$ cat src/rfa_regs.svh
`ifndef RFA_REGS_SVH
`define RFA_REGS_SVH

////////////////////////////////////////////////////////////////////////////////
// Byte offsets of the register words.
`define RFA_OFF_CTRL        8'h00
`define RFA_OFF_STATUS      8'h04
`define RFA_OFF_CMD         8'h08
`define RFA_OFF_W1C         8'h0c
`define RFA_OFF_WAC         8'h10
`define RFA_OFF_COR         8'h14
`define RFA_OFF_LATCH       8'h18
`define RFA_OFF_PULSE       8'h1c
`define RFA_OFF_KEEP        8'h20
`define RFA_OFF_INDEX       8'h24
`define RFA_OFF_DATA        8'h28

////////////////////////////////////////////////////////////////////////////////
// Field positions.
`define RFA_CTRL_SRST_BIT   8
`define RFA_STAT_SRST_BIT   16
`define RFA_LATCH_LL_LSB    8
`define RFA_PULSE_GO_BIT    0
`define RFA_PULSE_SS_BIT    1

////////////////////////////////////////////////////////////////////////////////
// Reset values.
`define RFA_CTRL_RST        8'h00
`define RFA_KEEP_RST        8'h00
`define RFA_FLAG_RST        8'h00
`define RFA_LL_RST          8'hff
`define RFA_BIT0_RST        1'h0
`define RFA_BIT1_RST        1'h1
`define RFA_IDX_RST         4'h0
`define RFA_CMD_RST         8'h00

`endif

$ cat src/rfa_pkg.sv
package rfa_pkg;

	typedef enum logic [2:0] {
		RFA_RW  = 3'h0,
		RFA_W1C = 3'h1,
		RFA_WAC = 3'h2,
		RFA_COR = 3'h3,
		RFA_LH  = 3'h4,
		RFA_LL  = 3'h5,
		RFA_SC  = 3'h6,
		RFA_SS  = 3'h7
	} rfa_mode_t;

	typedef struct packed {
		logic [7:0]  address;
		logic        read;
		logic        write;
		logic [3:0]  byteenable;
		logic [31:0] writedata;
	} rfa_avs_req_t;

	typedef struct packed {
		logic [31:0] readdata;
		logic        waitrequest;
	} rfa_avs_rsp_t;

	typedef struct packed {
		logic             rd_done;
		logic [31:0]      rdata;
		logic [7:0]       cmd;
		logic             cmd_stb;
		logic [3:0]       index;
		logic [15:0][31:0] fabric;
	} rfa_bank_t;

endpackage

$ cat src/rfa_field.sv
`timescale 1ns/1ps

module rfa_field #(
	parameter int                 W      = 8,
	parameter rfa_pkg::rfa_mode_t MODE   = rfa_pkg::RFA_RW,
	parameter logic [W-1:0]       RST    = '0,
	parameter bit                 IMMUNE = 1'b0
) (
	// Clock and resets.
	input  wire logic         ref_clk,
	input  wire logic         reset,
	input  wire logic         soft_rst,
	// Software access.
	input  wire logic         wr_en,
	input  wire logic [W-1:0] wr_mask,
	input  wire logic [W-1:0] wr_data,
	input  wire logic [W-1:0] rd_clr,
	// Hardware side.
	input  wire logic [W-1:0] hw_in,
	output logic      [W-1:0] value
);

	typedef struct packed {
		logic [W-1:0] val;
	} rfa_cell_t;

	rfa_cell_t q_r;
	rfa_cell_t q_nxt;

	// Hardware sets are applied after write and read clears, so only a reset, hard or soft, can drop an event.
	always_comb begin
		q_nxt = q_r;
		unique case (MODE)
			rfa_pkg::RFA_RW: begin
				if (wr_en) begin
					q_nxt.val = (q_r.val & ~wr_mask) | (wr_data & wr_mask);
				end
			end
			rfa_pkg::RFA_W1C: begin
				if (wr_en) begin
					q_nxt.val = q_r.val & ~(wr_data & wr_mask);
				end
				q_nxt.val = q_nxt.val | hw_in;
			end
			rfa_pkg::RFA_WAC: begin
				q_nxt.val = (wr_en ? '0 : q_r.val) | hw_in;
			end
			rfa_pkg::RFA_COR: begin
				q_nxt.val = (q_r.val & ~rd_clr) | hw_in;
			end
			rfa_pkg::RFA_LH: begin
				q_nxt.val = (q_r.val & ~rd_clr) | hw_in;
			end
			rfa_pkg::RFA_LL: begin
				q_nxt.val = (q_r.val | rd_clr) & hw_in;
			end
			rfa_pkg::RFA_SC: begin
				q_nxt.val = wr_en ? (wr_data & wr_mask) : '0;
			end
			rfa_pkg::RFA_SS: begin
				q_nxt.val = wr_en ? ~(~wr_data & wr_mask) : '1;
			end
		endcase
		if (soft_rst && !IMMUNE) begin
			q_nxt.val = RST;
		end
	end

	always_ff @(posedge ref_clk) begin
		if (reset) begin
			q_r.val <= RST;
		end else begin
			q_r <= q_nxt;
		end
	end

	assign value = q_r.val;

endmodule

$ cat src/rfa_bank.sv
// The register addresses and register access over Avalon-MM were chosen for this implementation.
`timescale 1ns/1ps
`include "rfa_regs.svh"

// Summary of operation
// A read-only field returns its current value and ignores writes.
// A write-only field takes writes while its read data carries no meaning.
// Writing one to a write-one-to-clear bit clears it; zero leaves it.
// Any write to a write-anything-to-clear field clears the whole field.
// A clear-on-read field clears after a read returns it, ignoring writes.
// A latch-low flag holds a low condition until the register is read.
// A self-clearing bit drops to zero by itself; writing zero does nothing.
// A self-setting bit returns to one by itself; writing one does nothing.
// A latch-high bit holds until read and then follows its condition.
// An unread latch-high bit stays high even when its condition ends.
// Soft-reset-immune bits keep their state through a software reset.
// Software writes zero to reserved bits and ignores their read value.
// Fabric registers are reached only through an index and data pair.
// Read-triggered clears act after the read data is captured.
module rfa_bank (
	// Clock and reset.
	input  wire logic                  ref_clk,
	input  wire logic                  reset,
	input  wire logic                  sw_reset,
	// Register bus.
	input  wire rfa_pkg::rfa_avs_req_t avs_req,
	output rfa_pkg::rfa_avs_rsp_t      avs_rsp,
	// Hardware conditions.
	input  wire logic [15:0]           live_status,
	input  wire logic [7:0]            evt_w1c,
	input  wire logic [7:0]            evt_wac,
	input  wire logic [7:0]            evt_cor,
	input  wire logic [7:0]            hi_cond,
	input  wire logic [7:0]            lo_cond,
	// Controls driven by software.
	output logic      [7:0]            ctrl_out,
	output logic      [7:0]            keep_out,
	output logic      [7:0]            cmd_out,
	output logic                       cmd_strobe,
	output logic                       go_pulse,
	output logic                       ss_level,
	output logic                       soft_reset_active,
	output logic      [31:0]           fab_cfg0
);

	rfa_pkg::rfa_bank_t q_r;
	rfa_pkg::rfa_bank_t q_nxt;

	logic [31:0] be_mask;
	logic [31:0] rmux;
	logic        rd_acc;
	logic        wr_acc;
	logic        soft_rst;
	logic        hit_ctrl;
	logic        hit_stat;
	logic        hit_cmd;
	logic        hit_w1c;
	logic        hit_wac;
	logic        hit_cor;
	logic        hit_latch;
	logic        hit_pulse;
	logic        hit_keep;
	logic        hit_index;
	logic        hit_data;
	logic [7:0]  ctrl_q;
	logic [0:0]  srst_q;
	logic [7:0]  w1c_q;
	logic [7:0]  wac_q;
	logic [7:0]  cor_q;
	logic [7:0]  lh_q;
	logic [7:0]  ll_q;
	logic [0:0]  go_q;
	logic [0:0]  ss_q;
	logic [7:0]  keep_q;
	logic [7:0]  cor_clr;
	logic [7:0]  lh_clr;
	logic [7:0]  ll_clr;

	////////////////////////////////////////////////////////////////////////////
	// Bus decode. Writes finish in their first cycle; reads stall one cycle
	// so that read data always comes from a flip-flop.
	always_comb begin
		be_mask = {{8{avs_req.byteenable[3]}}, {8{avs_req.byteenable[2]}},
			{8{avs_req.byteenable[1]}}, {8{avs_req.byteenable[0]}}};
		hit_ctrl  = avs_req.address == `RFA_OFF_CTRL;
		hit_stat  = avs_req.address == `RFA_OFF_STATUS;
		hit_cmd   = avs_req.address == `RFA_OFF_CMD;
		hit_w1c   = avs_req.address == `RFA_OFF_W1C;
		hit_wac   = avs_req.address == `RFA_OFF_WAC;
		hit_cor   = avs_req.address == `RFA_OFF_COR;
		hit_latch = avs_req.address == `RFA_OFF_LATCH;
		hit_pulse = avs_req.address == `RFA_OFF_PULSE;
		hit_keep  = avs_req.address == `RFA_OFF_KEEP;
		hit_index = avs_req.address == `RFA_OFF_INDEX;
		hit_data  = avs_req.address == `RFA_OFF_DATA;
	end

	assign avs_rsp.waitrequest = avs_req.read & ~q_r.rd_done;
	assign avs_rsp.readdata    = q_r.rdata;
	assign rd_acc   = avs_req.read & q_r.rd_done;
	assign wr_acc   = avs_req.write;
	assign soft_rst = sw_reset | srst_q[0];

	// Only bits that were actually reported are cleared.
	assign cor_clr = (rd_acc && hit_cor) ? q_r.rdata[7:0] : 8'h00;
	assign lh_clr  = (rd_acc && hit_latch) ? q_r.rdata[7:0] : 8'h00;
	assign ll_clr  = (rd_acc && hit_latch) ?
		~q_r.rdata[`RFA_LATCH_LL_LSB +: 8] : 8'h00;

	////////////////////////////////////////////////////////////////////////////
	// Field cells.
	rfa_field #(.W(8), .MODE(rfa_pkg::RFA_RW), .RST(`RFA_CTRL_RST),
		.IMMUNE(1'b0)) u_ctrl (
		.ref_clk(ref_clk), .reset(reset), .soft_rst(soft_rst),
		.wr_en(wr_acc && hit_ctrl), .wr_mask(be_mask[7:0]),
		.wr_data(avs_req.writedata[7:0]), .rd_clr(8'h00),
		.hw_in(8'h00), .value(ctrl_q));

	rfa_field #(.W(1), .MODE(rfa_pkg::RFA_SC), .RST(`RFA_BIT0_RST),
		.IMMUNE(1'b0)) u_srst (
		.ref_clk(ref_clk), .reset(reset), .soft_rst(soft_rst),
		.wr_en(wr_acc && hit_ctrl),
		.wr_mask(be_mask[`RFA_CTRL_SRST_BIT +: 1]),
		.wr_data(avs_req.writedata[`RFA_CTRL_SRST_BIT +: 1]),
		.rd_clr(1'h0), .hw_in(1'h0), .value(srst_q));

	rfa_field #(.W(8), .MODE(rfa_pkg::RFA_W1C), .RST(`RFA_FLAG_RST),
		.IMMUNE(1'b0)) u_w1c (
		.ref_clk(ref_clk), .reset(reset), .soft_rst(soft_rst),
		.wr_en(wr_acc && hit_w1c), .wr_mask(be_mask[7:0]),
		.wr_data(avs_req.writedata[7:0]), .rd_clr(8'h00),
		.hw_in(evt_w1c), .value(w1c_q));

	rfa_field #(.W(8), .MODE(rfa_pkg::RFA_WAC), .RST(`RFA_FLAG_RST),
		.IMMUNE(1'b0)) u_wac (
		.ref_clk(ref_clk), .reset(reset), .soft_rst(soft_rst),
		.wr_en(wr_acc && hit_wac), .wr_mask(be_mask[7:0]),
		.wr_data(avs_req.writedata[7:0]), .rd_clr(8'h00),
		.hw_in(evt_wac), .value(wac_q));

	rfa_field #(.W(8), .MODE(rfa_pkg::RFA_COR), .RST(`RFA_FLAG_RST),
		.IMMUNE(1'b0)) u_cor (
		.ref_clk(ref_clk), .reset(reset), .soft_rst(soft_rst),
		.wr_en(1'b0), .wr_mask(8'h00), .wr_data(8'h00),
		.rd_clr(cor_clr), .hw_in(evt_cor), .value(cor_q));

	rfa_field #(.W(8), .MODE(rfa_pkg::RFA_LH), .RST(`RFA_FLAG_RST),
		.IMMUNE(1'b0)) u_lh (
		.ref_clk(ref_clk), .reset(reset), .soft_rst(soft_rst),
		.wr_en(1'b0), .wr_mask(8'h00), .wr_data(8'h00),
		.rd_clr(lh_clr), .hw_in(hi_cond), .value(lh_q));

	rfa_field #(.W(8), .MODE(rfa_pkg::RFA_LL), .RST(`RFA_LL_RST),
		.IMMUNE(1'b0)) u_ll (
		.ref_clk(ref_clk), .reset(reset), .soft_rst(soft_rst),
		.wr_en(1'b0), .wr_mask(8'h00), .wr_data(8'h00),
		.rd_clr(ll_clr), .hw_in(lo_cond), .value(ll_q));

	rfa_field #(.W(1), .MODE(rfa_pkg::RFA_SC), .RST(`RFA_BIT0_RST),
		.IMMUNE(1'b0)) u_go (
		.ref_clk(ref_clk), .reset(reset), .soft_rst(soft_rst),
		.wr_en(wr_acc && hit_pulse),
		.wr_mask(be_mask[`RFA_PULSE_GO_BIT +: 1]),
		.wr_data(avs_req.writedata[`RFA_PULSE_GO_BIT +: 1]),
		.rd_clr(1'h0), .hw_in(1'h0), .value(go_q));

	rfa_field #(.W(1), .MODE(rfa_pkg::RFA_SS), .RST(`RFA_BIT1_RST),
		.IMMUNE(1'b0)) u_ss (
		.ref_clk(ref_clk), .reset(reset), .soft_rst(soft_rst),
		.wr_en(wr_acc && hit_pulse),
		.wr_mask(be_mask[`RFA_PULSE_SS_BIT +: 1]),
		.wr_data(avs_req.writedata[`RFA_PULSE_SS_BIT +: 1]),
		.rd_clr(1'h0), .hw_in(1'h0), .value(ss_q));

	rfa_field #(.W(8), .MODE(rfa_pkg::RFA_RW), .RST(`RFA_KEEP_RST),
		.IMMUNE(1'b1)) u_keep (
		.ref_clk(ref_clk), .reset(reset), .soft_rst(soft_rst),
		.wr_en(wr_acc && hit_keep), .wr_mask(be_mask[7:0]),
		.wr_data(avs_req.writedata[7:0]), .rd_clr(8'h00),
		.hw_in(8'h00), .value(keep_q));

	////////////////////////////////////////////////////////////////////////////
	// Read multiplexer. Reserved bits and unmapped words read as zero.
	always_comb begin
		rmux = 32'h0000_0000;
		if (hit_ctrl) begin
			rmux[7:0] = ctrl_q;
			rmux[`RFA_CTRL_SRST_BIT] = srst_q[0];
		end
		if (hit_stat) begin
			rmux[15:0] = live_status;
			rmux[`RFA_STAT_SRST_BIT] = soft_rst;
		end
		if (hit_w1c) begin
			rmux[7:0] = w1c_q;
		end
		if (hit_wac) begin
			rmux[7:0] = wac_q;
		end
		if (hit_cor) begin
			rmux[7:0] = cor_q;
		end
		if (hit_latch) begin
			rmux[7:0] = lh_q;
			rmux[`RFA_LATCH_LL_LSB +: 8] = ll_q;
		end
		if (hit_pulse) begin
			rmux[`RFA_PULSE_GO_BIT] = go_q[0];
			rmux[`RFA_PULSE_SS_BIT] = ss_q[0];
		end
		if (hit_keep) begin
			rmux[7:0] = keep_q;
		end
		if (hit_index) begin
			rmux[3:0] = q_r.index;
		end
		if (hit_data) begin
			rmux = q_r.fabric[q_r.index];
		end
	end

	////////////////////////////////////////////////////////////////////////////
	// Bank state: read capture, write-only command, indirect fabric window.
	always_comb begin
		q_nxt = q_r;
		q_nxt.rd_done = avs_req.read & ~q_r.rd_done;
		q_nxt.cmd_stb = 1'b0;
		if (avs_req.read && !q_r.rd_done) begin
			q_nxt.rdata = rmux;
		end
		if (wr_acc && hit_cmd && avs_req.byteenable[0]) begin
			q_nxt.cmd     = avs_req.writedata[7:0];
			q_nxt.cmd_stb = 1'b1;
		end
		if (wr_acc && hit_index && avs_req.byteenable[0]) begin
			q_nxt.index = avs_req.writedata[3:0];
		end
		if (wr_acc && hit_data) begin
			q_nxt.fabric[q_r.index] = (q_r.fabric[q_r.index] & ~be_mask) |
				(avs_req.writedata & be_mask);
		end
		if (soft_rst) begin
			q_nxt.cmd     = `RFA_CMD_RST;
			q_nxt.cmd_stb = 1'b0;
			q_nxt.index   = `RFA_IDX_RST;
			q_nxt.fabric  = '0;
		end
	end

	always_ff @(posedge ref_clk) begin
		if (reset) begin
			q_r <= '0;
		end else begin
			q_r <= q_nxt;
		end
	end

	assign ctrl_out          = ctrl_q;
	assign keep_out          = keep_q;
	assign cmd_out           = q_r.cmd;
	assign cmd_strobe        = q_r.cmd_stb;
	assign go_pulse          = go_q[0];
	assign ss_level          = ss_q[0];
	assign soft_reset_active = srst_q[0];
	assign fab_cfg0          = q_r.fabric[0];
endmodule

$ cat config.mk
export PLATFORM = sky130hd
export DESIGN_NAME = rfa_bank
export DESIGN_NICKNAME = d
export VERILOG_FILES = /design/src/rfa_pkg.sv /design/src/rfa_field.sv /design/src/rfa_bank.sv
export VERILOG_INCLUDE_DIRS = /design/src
export SDC_FILE = /design/constraint.sdc
export NUM_CORES = 1
export LEC_CHECK = 0
export BUFFER_PORTS_ARGS = -buffer_cell sky130_fd_sc_hd__buf_2
export CORE_ASPECT_RATIO = 1.2
export CORE_MARGIN = 2
export CORE_UTILIZATION = 50
export DETAILED_ROUTE_END_ITERATION = 7
export PLACE_DENSITY = 0.77
export SYNTH_ARGS = -nofsm -noshare
export SYNTH_HDL_FRONTEND = slang
export SYNTH_SLANG_ARGS = --single-unit
$ cat constraint.sdc
create_clock -name ref_clk -period 3.2 [get_ports ref_clk]
set_clock_uncertainty 0.2 [all_clocks]
set_input_delay 0.8 -clock ref_clk [delete_from_list [all_inputs] [get_ports ref_clk]]
set_output_delay 0.8 -clock ref_clk [all_outputs]
set_load 0.02 [all_outputs]
Word level (Yosys, flattened, before mapping)
Index checks and enable logic that the tools add are counted.
W data, S select, Z words.
{"block": "word_totals", "reg_bits": 617, "inputBits": 105, "output_inout_bits": 93, "elab_cells": 117}
{"block": "op_classes", "n_lt_le_gt_ge": 2, "eq_ne": 10, "n_mux": 21, "bitwise_logic": 34, "n_reduce_logical": 19}
{"cell": "$bwmux W512", "n": 1}
{"cell": "$bmux W32 S4", "n": 1}
{"cell": "$demux W32 S4", "n": 1}
{"cell": "$mux W32", "n": 3}
{"cell": "$mux W8", "n": 9}
{"cell": "$and A32 B32 Y32", "n": 2}
{"cell": "$and A8 B8 Y8", "n": 7}
{"cell": "$or A8 B8 Y8", "n": 7}
{"cell": "$not A8 Y8", "n": 5}
{"cell": "$eq A8 B5 Y1 const B", "n": 4}
{"cell": "$not A32 Y32", "n": 1}
{"cell": "$or A32 B32 Y32", "n": 1}
{"cell": "$eq A8 B6 Y1 const B", "n": 3}
{"cell": "$mux W17", "n": 1}
{"cell": "$eq A8 B4 Y1 const B", "n": 2}
{"cell": "$mux W16", "n": 1}
{"cell": "$logic_and A1 B1 Y1", "n": 14}
{"cell": "$mux W9", "n": 1}
{"cell": "$eq A8 B3 Y1 const B", "n": 1}
{"cell": "$logic_not A8 Y1", "n": 1}
{"cell": "$reduce_or A3 Y1", "n": 2}
{"cell": "$and A1 B1 Y1", "n": 5}
{"cell": "$lt A4 B5 Y1 const B", "n": 1}
{"cell": "$not A1 Y1", "n": 5}
{"cell": "other kinds (7)", "n": 7}

Depth between registers and ports, before layout
{"block": "depth", "word_depth": 11, "depth_mapped": 13}

Hierarchy
Synthesis repeated with hierarchy kept, for this count alone.
{"block": "unflattened", "hier_cells": 2682, "area_unflattened_um2": 26775.7}
{"module": "rfa_bank", "n_inst": 1, "cells_each": 2441, "area_per_inst_um2": 24360.9, "seq_area_each_um2": 11170.7}
{"module": "rfa_field (u_cor ...)", "n_inst": 3, "cells_each": 34, "area_per_inst_um2": 327.8, "seq_area_each_um2": 160.2}
{"module": "rfa_field (u_ctrl)", "n_inst": 1, "cells_each": 36, "area_per_inst_um2": 371.6, "seq_area_each_um2": 160.2}
{"module": "rfa_field (u_w1c)", "n_inst": 1, "cells_each": 34, "area_per_inst_um2": 367.9, "seq_area_each_um2": 160.2}
{"module": "rfa_field (u_keep)", "n_inst": 1, "cells_each": 35, "area_per_inst_um2": 346.6, "seq_area_each_um2": 160.2}
{"module": "rfa_field (u_ll)", "n_inst": 1, "cells_each": 25, "area_per_inst_um2": 241.5, "seq_area_each_um2": 160.2}
{"module": "rfa_field (u_go ...)", "n_inst": 2, "cells_each": 3, "area_per_inst_um2": 32.5, "seq_area_each_um2": 20.0}
{"module": "rfa_field (u_ss)", "n_inst": 1, "cells_each": 3, "area_per_inst_um2": 38.8, "seq_area_each_um2": 20.0}

Least setup slack after synthesis
Ideal clock, no wire load.
{"block": "synth_path", "path_kind": "input -> register", "start": "in avs_req[40] (netlist name)", "end": "reg u_lh.q_r (netlist bit u_lh.value[7])", "setup_time_ps": 128, "t_arrival_ps": 2479, "t_required_ps": 2872, "setup_slack_ps": 393, "cell_stages": 10, "path_cell_list": "clkbuf_1 -> nor2b_1 -> clkbuf_1 -> and3_1 -> clkbuf_1 -> nor2b_1 -> clkbuf_1 -> nand2_1 -> a21oi_1 -> nor2_1"}
{"block": "synth_between", "elab_chain_cells": 6}
{"element": "from (decl)", "line_no": "rfa_bank.sv:26", "text": "input wire rfa_pkg::rfa_avs_req_t avs_req,"}
{"element": "$eq A8 B5 Y1 (no line)"}
{"element": "$logic_and A1 B1 Y1", "line_no": "rfa_bank.sv:106", "text": "assign lh_clr = (rd_acc && hit_latch) ? q_r.rdata[7:0] : 8'h00;"}
{"element": "$mux W8", "line_no": "rfa_bank.sv:106"}
{"element": "$not A8 Y8", "line_no": "rfa_field.sv:52", "text": "q_nxt.val = (q_r.val & ~rd_clr) | hw_in;"}
{"element": "$and A8 B8 Y8", "line_no": "rfa_field.sv:52"}
{"element": "$or A8 B8 Y8", "line_no": "rfa_field.sv:52"}
{"element": "to (signal assigned)", "line_no": "rfa_field.sv:73", "text": "q_r <= q_nxt;"}
{"element": "to (decl)", "line_no": "rfa_field.sv:27", "text": "rfa_cell_t q_r;"}
No other way between the ends.
A chain may end at the register's enable or synchronous reset.

Worst setup path after layout
{"block": "layout_path", "start": "reg q_r[513] (netlist name)", "end": "reg q_r[124] (netlist name)"}
{"block": "layout_between", "elab_chain_cells": 5, "word_cells_on_any_way": 10}
{"element": "from (decl)", "line_no": "rfa_bank.sv:46", "text": "rfa_pkg::rfa_bank_t q_r;"}
{"element": "from (signal assigned)", "line_no": "rfa_bank.sv:254", "text": "q_r <= q_nxt;"}
{"element": "$lt A4 B5 Y1 (not written as such), or another cell as far along", "line_no": "rfa_bank.sv:239", "text": "q_nxt.fabric[q_r.index] = (q_r.fabric[q_r.index] & ~be_mask) |"}
{"element": "$logic_and A1 B1 Y1 (not written as such) or $mux W32 (tied branches)", "line_no": "rfa_bank.sv:239"}
{"element": "$mux W32 (not written as such) or $and A32 B32 Y32 (tied branches)", "line_no": "rfa_bank.sv:239"}
{"element": "$demux W32 S4 or $or A32 B32 Y32 (tied branches)", "line_no": "rfa_bank.sv:239"}
{"element": "$bwmux W512 (*)", "line_no": "rfa_bank.sv:239"}
Mark *: on every way between the ends. The rest lies on a longest branch, timed or not. The select of a mux whose other input is x is not followed.

==> results.rst <==
.. list-table::
   :header-rows: 1

   * - Metric
     - Value
   * - Die area
     - 55,100 sq um
   * - Number of setup violations in the final report
     - 0
   * - Final worst path period need
     - 3.06 ns
   * - Startpoint type of the worst setup path
     - flop
   * - Total nets after synthesis
     - 2,918
   * - Drt first pass iters
     - 6
   * - Nets
     - 2,990
   * - Total of warnings raised by yosys
     - 0
   * - Worst path max stage delay
     - 0.65 ns
   * - Port Buffers
     - 197
   * - Number of buffers added by the clock tree synthesis step
     - 59
   * - Total negative slack for setup checks
     - 0 ns
   * - Run status
     - finished clean
   * - CTS Sinks
     - 617
   * - Number of ports placed on the die boundary
     - 198
   * - Maximum level of the CTS H-tree
     - 2
   * - Count of standard-cell rows
     - 92
   * - Max IR drop VDD
     - 0.000497 V
   * - Most used routing layer
     - met2
   * - Critical Path Fanout Max
     - 23
   * - Clk_lat worst skew
     - 0.66 ns
   * - Sum of overflow across all layers after global routing
     - 0
   * - Die width
     - 215 um
   * - Number of cells in the design after placement
     - 3,528
   * - Number of buffers on the longest clock path
     - 3
   * - Part of the cycle the worst path needs
     - 95.5%
   * - Register area share after synthesis
     - 46.4%
   * - Worst Path Class, Setup
     - reg2reg
   * - Maximum number of pins on one net before global-route repair
     - 161
   * - DRT iter0 DRCs
     - 2,829
   * - Required time worst endpoint
     - 3.51 ns
   * - Worst min-delay path class
     - in2reg
   * - Fraction of layout instances using a drive strength above 1
     - 21.4%
   * - DRC violation count after routing
     - 0
   * - Area leader, netlist
     - sky130_fd_sc_hd__dfxtp_1
   * - HPWL after detailed placement
     - 53,900 um
   * - Global-route track usage on met2
     - 47.2%
   * - Share of flip-flops with an asynchronous set or reset
     - 0%
   * - Most repeated cell in the gate-level netlist after synthesis
     - sky130_fd_sc_hd__dfxtp_1
   * - Cell area after placement
     - 28,200 sq um
   * - Post-route worst hold slack
     - 0.172 ns
   * - Main flop type after synthesis
     - sky130_fd_sc_hd__dfxtp_1
   * - Placeable core region
     - 52,600 sq um
   * - Post-detailed-routing wire length
     - 80,000 um
   * - Clock tree from TritonCTS
     - yes
   * - Final-layout fill cell count
     - 4,424
   * - Global placement routability congestion
     - 0.912
   * - Final hold violations
     - 0
   * - Non-Filler Instances
     - 3,641
   * - Via count of the first global-routing pass
     - 22,500
   * - Proportion of netlist area held by the largest area contributor
     - 46.4%
   * - Effective utilization at floorplan
     - 50.6%
   * - Number of enable flip-flop cells after synthesis
     - 0
   * - Slowest stage cell, crit path
     - sky130_fd_sc_hd__dfxtp_4
   * - CTS Root Buffer Type
     - sky130_fd_sc_hd__clkbuf_16
   * - Flop and latch count out of synthesis
     - 617
   * - Setup repair after global routing missed its margin
     - no
   * - Max Transition Viols Final
     - 0
   * - Post-layout instance area
     - 30,300 sq um
   * - Cell types with the largest area share after synthesis
     - sky130_fd_sc_hd__dfxtp_1 46%, sky130_fd_sc_hd__o21ai_0 9.3%, sky130_fd_sc_hd__mux4_2 7.3%
   * - Post-DR wirelength/cell
     - 22.0 um
   * - Via-per-instance ratio
     - 6.32
   * - Cells after synthesis
     - 2,813
   * - Ratio of total power to cell area
     - 516 nW/um^2
   * - Cell breakdown of the critical path
     - buf_12, mux4_2, a22oi_1, nand2_1, mux2_2, nand2_1, buf_12, o21ai_0
   * - Wire length of the first global-routing pass
     - 124,000 um
   * - Most numerous cell types in the synthesized netlist
     - 617 x sky130_fd_sc_hd__dfxtp_1, 496 x sky130_fd_sc_hd__o21ai_0, 321 x sky130_fd_sc_hd__nand3_1, 275 x sky130_fd_sc_hd__a21oi_1, 162 x sky130_fd_sc_hd__clkbuf_1
   * - Distinct cell type count after synthesis
     - 75
   * - Area growth syn-to-layout
     - 13.7%
   * - Leakage power total
     - 11.2 nW
   * - Highest Clock Rate
     - 0.327 GHz
   * - Number of antenna violations at the first check in global routing
     - 2
   * - Clock input transition at the sequential cells of the worst setup and hold paths
     - 0.06 ns
   * - Height of the chip
     - 257 um
   * - Met1 usage in global routing
     - 34.1%
   * - Maximum Capacitance Violations
     - 0
   * - Met3 usage
     - 3.82%
   * - Post-synth design cell area
     - 26,600 sq um
   * - Crit end category
     - flop
   * - Worst relative slew slack
     - 37.3%
   * - ANT nets after route
     - 0
   * - Vias
     - 23,000
   * - Arrival time of data at the critical path endpoint
     - 3.37 ns
   * - Global-route usage over all layers
     - 27.9%
   * - Slew at the pin with the worst max-slew slack
     - 0.937 ns
   * - Per-instance average area after synthesis
     - 9.46 sq um
path summary, 6_finish.rpt:
kind	start	endpoint	slack, ns	cells after the start
hold / removal	evt_wac[4]	u_wac.value[4]$_SDFF_PP0_	0.17	3
hold reg to reg	q_r[129]$_SDFFE_PP0P_	q_r[129]$_SDFFE_PP0P_	0.27	2
setup / recovery	q_r[513]$_SDFFE_PP0P_	q_r[124]$_SDFFE_PP0P_	0.14	8
setup reg to reg	q_r[513]$_SDFFE_PP0P_	q_r[124]$_SDFFE_PP0P_	0.14	8
cells in the final DEF (no fill, tap or decap), drive strengths merged, types with 4 or more instances in the layout:
master	netlist	layout
dfxtp	617	617
o21ai	526	526
buf	164	353
nand3	322	322
a21oi	290	290
nor2	123	123
nand2	123	123
mux4	105	105
clkbuf	177	89
mux2i	80	80
a22oi	50	50
nor3	23	23
a22o	22	22
mux2	22	22
o31ai	16	16
a221oi	16	16
o21a	14	14
clkinv	0	13
inv	11	12
o22ai	11	11
o2111ai	11	11
nand2b	9	9
a221o	9	9
nor2b	8	8
a32o	6	6
o221ai	6	6
or3	5	5
and3	4	4
a211oi	4	4
bufinv	0	4
nor4	4	4
repair_timing:
action | 4_1_cts | 5_1_grt
hold buffers | 0 | 0
gates resized for setup | 0 | 1
hold endpoints to repair | 0 | 0
setup endpoints to repair | 0 | 10
setup buffers | 0 | 1
registers in the layout, indices dropped and copies added, names as in the netlist, named ones only:
register and count:
u_ll.value 8, cmd_strobe 1, u_wac.value 8, u_go.value 1
u_ss.value 1, u_w1c.value 8, q_r 485, cmd_out 8
u_srst.value 1, fab_cfg0 32, u_cor.value 8, avs_rsp 32
u_lh.value 8
kinds of logic after synthesis:
family                 after synthesis  share of synthesized area [%]
buffers and inverters              353                           7.36
AOI/OAI and AO/OA                  990                           21.4
muxes                              207                           13.1
DFF                                617                           46.4
and+or+nand+nor                    646                           11.8
through the flow:
step | setup WS (ns) | power, mW | util [%]
floorplan | 0.393 | 8.22 | -
global placement | 0.103 | 8.45 | 53.6
detailed placement | 0.0857 | 8.47 | 53.6
CTS | 0.103 | 15.7 | 57.5
global route | 0.00226 | 16.0 | 57.5
finish | 0.143 | 15.6 | 57.5
area by class of cell:
type	count	area [sq um]	share of cell area [%]
flip-flops and latches	617	12400	40.8
multi-input cells	1843	12300	40.8
repair buffers	353	2580	8.52
clock buffers	89	1790	5.91
well taps	705	882	2.92
clock inverters	21	270	0.893
inverters	11	41.3	0.136
diodes	2	5.00	0.0165
worst max-delay path: cells and delay by family (launching register included):
kind	cells	cell delay [ns]
mux	2	0.82
flops	1	0.65
compound gates	2	0.45
buf+inv	2	0.43
simple gates	2	0.34
per-layer routing:
layer / vias up / share of wire [%]
met5: - / 0
met4: 0 / 5.7
met3: 249 / 7.4
met2: 1222 / 49
met1: 11100 / 38
li1: 10400 / -
power by group:
group / internal [mW] / switching (mW)
clock network: 4.19 / 3.11
registers: 7.70 / 0.0185
logic: 0.196 / 0.394
(Power assumes the default switching activity.)
